===== src/logic/mirq_pkg.sv =====
// Purpose: shared constants for the meter event and configuration registers
// Assumes: plain register port, 8-bit register index, 16-bit data
// Notes: offsets are register indexes on the plain port
package mirq_pkg;
  localparam int unsigned AW = 8;
  localparam int unsigned DW = 16;
  localparam int unsigned NFLAG = 16;
  localparam logic [7:0] OFS_MODE = 8'h09;
  localparam logic [7:0] OFS_IRQEN = 8'h0a;
  localparam logic [7:0] OFS_STATUS = 8'h0b;
  localparam logic [7:0] OFS_RSTATUS = 8'h0c;
  localparam logic [7:0] OFS_CHAN1_OFFSET_INTEGRATOR = 8'h0d;
  localparam logic [15:0] MODE_RESET = 16'h000c;
  localparam logic [15:0] IRQEN_RESET = 16'h0040;
  localparam logic [7:0] CHAN1_OFFSET_INTEGRATOR_RESET = 8'h00;
  // mode field positions
  localparam int unsigned MODE_WAVSEL_LO = 13;
  localparam int unsigned MODE_WAVSEL_HI = 14;
  localparam int unsigned MODE_POS_ONLY = 15;
  // status flag positions
  localparam int unsigned FL_RESET = 6;
  localparam logic [15:0] FLAG_VALID = 16'h7fff;
  localparam logic [15:0] FLAG_NOIRQ = 16'h0040;
  // offset register fields
  localparam int unsigned OS_MAG_HI = 4;
  localparam int unsigned OS_SIGN = 5;
  localparam int unsigned OS_INTEG = 7;
  localparam int unsigned OS_W = 8;
  typedef enum logic [1:0] {
    MIRQ_SRC_POWER = 2'b00,
    MIRQ_SRC_RSVD = 2'b01,
    MIRQ_SRC_CH1 = 2'b10,
    MIRQ_SRC_CH2 = 2'b11
  } mirq_src_t;
  typedef enum logic [1:0] {
    MIRQ_ST_BOOT = 2'b00,
    MIRQ_ST_RUN = 2'b01
  } mirq_state_t;
endpackage : mirq_pkg


===== src/logic/mirq_flags.sv =====
// Purpose: sticky event flags with set-over-clear priority
// Assumes: events are one-cycle pulses on mclk
// Notes: one generate slice per flag
`timescale 1ns/10ps
module mirq_flags
  import mirq_pkg::*;
#(
  parameter int unsigned N = NFLAG
) (
  input wire logic mclk,
  input wire logic srst,
  input wire logic [N-1:0] set_i,
  input wire logic clr_all,
  input wire logic [N-1:0] valid_mask,
  output logic [N-1:0] flags_q
);
  genvar g;
  generate
    for (g = 0; g < N; g++) begin : g_flag
      always_ff @(posedge mclk) begin
        if (srst) begin
          flags_q[g] <= 1'b0;
        end else if (set_i[g] && valid_mask[g]) begin
          // a new event beats a read-clear in the same cycle
          flags_q[g] <= 1'b1;
        end else if (clr_all) begin
          flags_q[g] <= 1'b0;
        end
      end
    end
  endgenerate
endmodule : mirq_flags


===== src/logic/mirq_edge.sv =====
// Purpose: sign-change detector for the power sign input
// Assumes: sign input from same-clock logic, valid with its strobe
// Notes: first sample after reset only primes the history
`timescale 1ns/10ps
module mirq_edge (
  input wire logic mclk,
  input wire logic srst,
  input wire logic sample_stb,
  input wire logic negative,
  output logic to_pos,
  output logic to_neg
);
  logic last_neg_q;
  logic primed_q;
  always_ff @(posedge mclk) begin
    if (srst) begin
      last_neg_q <= 1'b0;
      primed_q <= 1'b0;
    end else if (sample_stb) begin
      last_neg_q <= negative;
      primed_q <= 1'b1;
    end
  end
  assign to_pos = sample_stb && primed_q && last_neg_q && !negative;
  assign to_neg = sample_stb && primed_q && !last_neg_q && negative;
endmodule : mirq_edge


===== src/logic/mirq_regs.sv =====
// Purpose: mode, interrupt and channel-1 offset registers of the meter
// Assumes: one 10 MHz clock, synchronous reset, event inputs on mclk
// Notes: reads return data one cycle after the read strobe
`timescale 1ns/10ps
module mirq_regs
  import mirq_pkg::*;
(
  input wire logic mclk,
  input wire logic srst,
  input wire logic [AW-1:0] addr,
  input wire logic [DW-1:0] wdata,
  input wire logic wr_stb,
  input wire logic rd_stb,
  output logic [DW-1:0] rdata,
  // event inputs, one-cycle pulses from the metering datapath, then the power sign level and its sample strobe
  input wire logic active_energy_half,
  input wire logic line_dip,
  input wire logic line_cycle_done,
  input wire logic waveform_sample,
  input wire logic zero_cross,
  input wire logic temp_done,
  input wire logic active_energy_overflow,
  input wire logic voltage_peak,
  input wire logic current_peak,
  input wire logic apparent_energy_half,
  input wire logic apparent_energy_overflow,
  input wire logic zero_cross_timeout,
  input wire logic power_sample_stb,
  input wire logic power_negative,
  // configuration outputs and the open-drain interrupt pin
  output logic [1:0] waveform_source_select,
  output logic positive_only_accumulate,
  output logic [15:0] mode_bits,
  output logic [4:0] offset_magnitude,
  output logic offset_negative,
  output logic integrator_on,
  output logic irq_n_o,
  output logic irq_n_oe
);
  logic [DW-1:0] mode_q;
  logic [DW-1:0] irqen_q;
  logic [OS_W-1:0] chan1_offset_integrator_q;
  logic [NFLAG-1:0] flags_q;
  logic [NFLAG-1:0] set_vec;
  logic reset_evt;
  logic clr_rd;
  logic to_pos;
  logic to_neg;
  logic irq_n_q;
  mirq_state_t state_q;

  function automatic logic hit(input logic [AW-1:0] a,
                               input logic [7:0] ofs);
    hit = (a == ofs);
  endfunction : hit

  // reset flag fires once, in the first cycle after reset is released
  always_ff @(posedge mclk) begin
    if (srst) begin
      state_q <= MIRQ_ST_BOOT;
    end else begin
      case (state_q)
        MIRQ_ST_BOOT: state_q <= MIRQ_ST_RUN;
        MIRQ_ST_RUN: state_q <= MIRQ_ST_RUN;
        default: state_q <= MIRQ_ST_RUN;
      endcase
    end
  end
  assign reset_evt = (state_q == MIRQ_ST_BOOT) && !srst;

  mirq_edge u_edge (
    .mclk(mclk),
    .srst(srst),
    .sample_stb(power_sample_stb),
    .negative(power_negative),
    .to_pos(to_pos),
    .to_neg(to_neg)
  );

  always_comb begin
    set_vec = '0;
    set_vec[0] = active_energy_half;
    set_vec[1] = line_dip;
    set_vec[2] = line_cycle_done;
    set_vec[3] = waveform_sample;
    set_vec[4] = zero_cross;
    set_vec[5] = temp_done;
    set_vec[FL_RESET] = reset_evt;
    set_vec[7] = active_energy_overflow;
    set_vec[8] = voltage_peak;
    set_vec[9] = current_peak;
    set_vec[10] = apparent_energy_half;
    set_vec[11] = apparent_energy_overflow;
    set_vec[12] = zero_cross_timeout;
    set_vec[13] = to_pos;
    set_vec[14] = to_neg;
  end

  assign clr_rd = rd_stb && hit(addr, OFS_RSTATUS);

  mirq_flags #(
    .N(NFLAG)
  ) u_flags (
    .mclk(mclk),
    .srst(srst),
    .set_i(set_vec),
    .clr_all(clr_rd),
    .valid_mask(FLAG_VALID),
    .flags_q(flags_q)
  );

  always_ff @(posedge mclk) begin
    if (srst) begin
      mode_q <= MODE_RESET;
    end else if (wr_stb && hit(addr, OFS_MODE)) begin
      mode_q <= wdata;
    end
  end

  always_ff @(posedge mclk) begin
    if (srst) begin
      irqen_q <= IRQEN_RESET;
    end else if (wr_stb && hit(addr, OFS_IRQEN)) begin
      irqen_q <= wdata;
    end
  end

  always_ff @(posedge mclk) begin
    if (srst) begin
      chan1_offset_integrator_q <= CHAN1_OFFSET_INTEGRATOR_RESET;
    end else if (wr_stb && hit(addr, OFS_CHAN1_OFFSET_INTEGRATOR)) begin
      chan1_offset_integrator_q <= wdata[OS_W-1:0];
    end
  end

  // read data valid only in the cycle after the strobe; the clear of
  // the read-clear address lands on the same edge the data is captured
  always_ff @(posedge mclk) begin
    if (srst) begin
      rdata <= '0;
    end else if (rd_stb) begin
      case (addr)
        OFS_MODE: rdata <= mode_q;
        OFS_IRQEN: rdata <= irqen_q;
        OFS_STATUS: rdata <= flags_q;
        OFS_RSTATUS: rdata <= flags_q;
        OFS_CHAN1_OFFSET_INTEGRATOR: rdata <= {{(DW-OS_W){1'b0}}, chan1_offset_integrator_q};
        default: rdata <= '0;
      endcase
    end else begin
      rdata <= '0;
    end
  end

  // the reset flag is masked out so its enable bit does nothing
  always_ff @(posedge mclk) begin
    if (srst) begin
      irq_n_q <= 1'b1;
    end else begin
      irq_n_q <= ~|(flags_q & irqen_q & ~FLAG_NOIRQ);
    end
  end

  always_ff @(posedge mclk) begin
    if (srst) begin
      waveform_source_select <= MODE_RESET[MODE_WAVSEL_HI:MODE_WAVSEL_LO];
      positive_only_accumulate <= MODE_RESET[MODE_POS_ONLY];
      mode_bits <= MODE_RESET;
      offset_magnitude <= CHAN1_OFFSET_INTEGRATOR_RESET[OS_MAG_HI:0];
      offset_negative <= CHAN1_OFFSET_INTEGRATOR_RESET[OS_SIGN];
      integrator_on <= CHAN1_OFFSET_INTEGRATOR_RESET[OS_INTEG];
    end else begin
      waveform_source_select <= mode_q[MODE_WAVSEL_HI:MODE_WAVSEL_LO];
      positive_only_accumulate <= mode_q[MODE_POS_ONLY];
      mode_bits <= mode_q;
      offset_magnitude <= chan1_offset_integrator_q[OS_MAG_HI:0];
      offset_negative <= chan1_offset_integrator_q[OS_SIGN];
      integrator_on <= chan1_offset_integrator_q[OS_INTEG];
    end
  end

  // open drain: drive only while pulling low
  assign irq_n_o = irq_n_q;
  always_ff @(posedge mclk) begin
    if (srst) begin
      irq_n_oe <= 1'b0;
    end else begin
      irq_n_oe <= |(flags_q & irqen_q & ~FLAG_NOIRQ);
    end
  end
endmodule : mirq_regs


===== config.mk =====
export PLATFORM = sky130hd
export DESIGN_NAME = mirq_regs
export DESIGN_NICKNAME = d
export VERILOG_FILES = /design/src/logic/mirq_pkg.sv /design/src/logic/mirq_flags.sv /design/src/logic/mirq_edge.sv /design/src/logic/mirq_regs.sv
export SDC_FILE = /design/constraint.sdc
export NUM_CORES = 1
export LEC_CHECK = 0
export BUFFER_PORTS_ARGS = -buffer_cell sky130_fd_sc_hd__buf_4
export CAP_MARGIN = 40
export CORE_MARGIN = 3
export CORE_UTILIZATION = 55
export CTS_CLUSTER_DIAMETER = 200
export DETAILED_ROUTE_END_ITERATION = 16
export PLACE_DENSITY = 0.9
export SYNTH_ARGS = -nofsm -noshare
export SYNTH_HDL_FRONTEND = slang
export SYNTH_SLANG_ARGS = --single-unit

===== constraint.sdc =====
create_clock -name mclk -period 3.1 [get_ports mclk]
set_input_delay 0.465 -clock mclk [delete_from_list [all_inputs] [get_ports mclk]]
set_output_delay 0.465 -clock mclk [all_outputs]
set_load 0.005 [all_outputs]

==> impl_metrics.tcl <==
set metrics [dict create \
    outcome "complete, no violations" \
    dr.pass1.iters 6 \
    avgSynthCellArea_um2 9.891 \
    peakVddDrop_mv 0.3131 \
    cts.sink_count 99 \
    synth_cell_types 45 \
    post_cts_resized 0 \
    synth_warnings 0 \
    synth_async_sr_flop_share_pct 0 \
    drive_above_1_share_pct 26.24 \
    synthFlopType "dfxtp_1" \
    final_cell_mix "dfxtp_1 (99), buf_4 (91), nand2_1 (42)" \
    n_antenna_cell 0 \
    cp.required_ns 3.35 \
    root_buffer "clkbuf_8" \
    finalNetCount 521 \
    cts_tree "built" \
    postSynthCellCount 412 \
    cts_hold_buf 0 \
    hold_ws_ns 0.3608 \
    nFillCells 570 \
    max-cap-violations 0 \
    synth-seq-cells 99 \
    yosysTopAreaCell "dfxtp_1" \
    place.gp.congestion 0.9006 \
    overflow 0 \
    period_share_pct 59.56 \
    critPathLaunchType "input pin" \
    path_max_fanout 19 \
    critPathKind "in -> reg" \
    p_leak_uw 0.002261 \
    setup_violations 0 \
    min_period_ns 1.847 \
    postLayoutCoreUtil_pct 69.78 \
    crit_arrival_ns 2.10 \
    grt_use_total_pct 23.99 \
    syn_to_final_growth_pct 19.56 \
    synth_edf_count 0 \
    fin_worst_skew_ns 0.008887 \
    wl_per_cell_um 17.63 \
    finalHoldViolCount 0 \
    max_freq_mhz 541.6 \
    post_cts_buffers 0 \
    drc 0 \
    grt_setup_unrepaired "no" \
    ant_nets 0 \
    clk_latency_ns 0.36 \
    seq_area_um2 1982 \
    vias_per_cell 5.855 \
    syn-num-nets 454 \
    tightestPinTransition_ns 0.8768 \
    pre_cts_ws_ns 0.9141 \
    h-tree-depth 3 \
    core.rowCount 30 \
    slew_headroom_pct 41.29 \
    hold_class "in -> reg" \
    netlist_top_cells_area "dfxtp_1 (49%), mux2i_1 (7.1%), nand2_1 (3.9%), and3b_1 (3.4%), mux2_2 (3.3%)" \
    die_width_um 92.08 \
    grt_pass1_wl_um 16110 \
    io_pins 86 \
    io_buffers 85 \
    slew_violations 0 \
    cts.clk_slew.worst_paths_ns 0.10 \
    synth_top_area_share_pct 48.63 \
    powerDensity_nw_per_um2 454.7 \
    tns_ns 0 \
    multi_input_area_um2 1795 \
    die_h_um 92.08 \
    initial_core_util_pct 58.37 \
    netlist_area_um2 4075 \
    final_common_cell "dfxtp_1" \
    antenna_found_initial 0 \
    dp_hpwl_um 7345 \
    timing.final.ws_setup_ns 1.254 \
    core_area_um2 6982 \
    dieArea_um2 8478 \
    clock_path_buffers 2 \
    endpoint_kind "flop" \
    numCtsBuffers 9 \
    first_global_vias 3184 \
    grt_max_degree 38 \
    vias 3396 \
    drt_iter0_markers 440 \
    yosysSeqAreaShare_pct 48.63 \
    drt_wl_total_um 10230 \
]
critical path, stage by stage:
cell and delay [ns]:
buf_4 0.18, nor3_2 0.54, nand4_4 0.48, mux2_2 0.42
cells in the mapped netlist (all sizes together), types with 3 or more instances:
master / n
o211ai: 7
dfxtp: 99
nor3b: 4
nand4b: 3
a22oi: 14
a211oi: 16
a311oi: 12
inv: 29
o2111ai: 14
clkbuf: 16
o31ai: 8
o21ai: 8
and3b: 16
nor2b: 14
mux2: 12
mux2i: 29
nand2: 42
nor2: 22
buf: 19
power by group:
part / switching [uW] / internal (uW) / leakage (uW)
Sequential: 14.7 / 1290 / 0.000803
Clock: 459 / 296 / 0.0000854
Combinational: 91.6 / 67.8 / 0.00137
Total: 565 / 1650 / 0.00226
layer usage:
metal | share of wire (%) | GRT usage (%)
met5 | 0 | 0
met4 | 1.6 | 8.540
met3 | 7.6 | 4.430
met2 | 48 | 39.23
met1 | 42 | 31.74
sequential cells by signal, indices dropped and copies added, names as in the netlist, 5 cells and up:
register,count
mode_bits,14
offset_magnitude,5
chan1_offset_integrator_q,8
u_flags.flags_q,15
mode_q,16
rdata,16
irqen_q,16
cells by family after synthesis:
family                 count (synthesis)  synth area share [%]
AOI/OAI and AO/OA                     87                 16.61
buffers and inverters                 65                 7.307
DFF                                   99                 48.63
muxes                                 41                 10.44
and+or+nand+nor                      120                 17.01
through the flow:
stage / cell area, um^2 / total power (uW) / instances
after CTS: 4872 / 2217 / 580
final: 4872 / 2215 / 580
after global placement: 4693 / 1482 / 564
after detailed placement: 4693 / 1488 / 564
after global routing: 4872 / 2286 / 580
after floorplan: 4075 / 1415 / 412
cell type report:
class | count | area share (%)
inverter | 30 | 2.311
multi-input combinational | 248 | 36.85
sequential | 99 | 40.68
clock buffer | 9 | 2.542
clock inverter | 7 | 1.130
timing repair buffer | 91 | 14.02
tap | 96 | 2.465
worst paths after layout:
kind / cells after the start / to / startpoint / slack [ns]
max: 4 / mode_q[14]$_SDFFE_PP0P_ / addr[2] / 1.25
min: 3 / u_edge.last_neg_q$_SDFFE_PP0P_ / power_negative / 0.36
min reg2reg: 1 / u_flags.flags_q[6]$_SDFFE_PP0P_ / state_q[0]$_DFF_P_ / 0.46
max reg2reg: 3 / rdata[1]$_SDFF_PP0_ / u_flags.flags_q[1]$_SDFFE_PP0P_ / 1.82
Note: power is estimated with default switching activity, not from simulation.
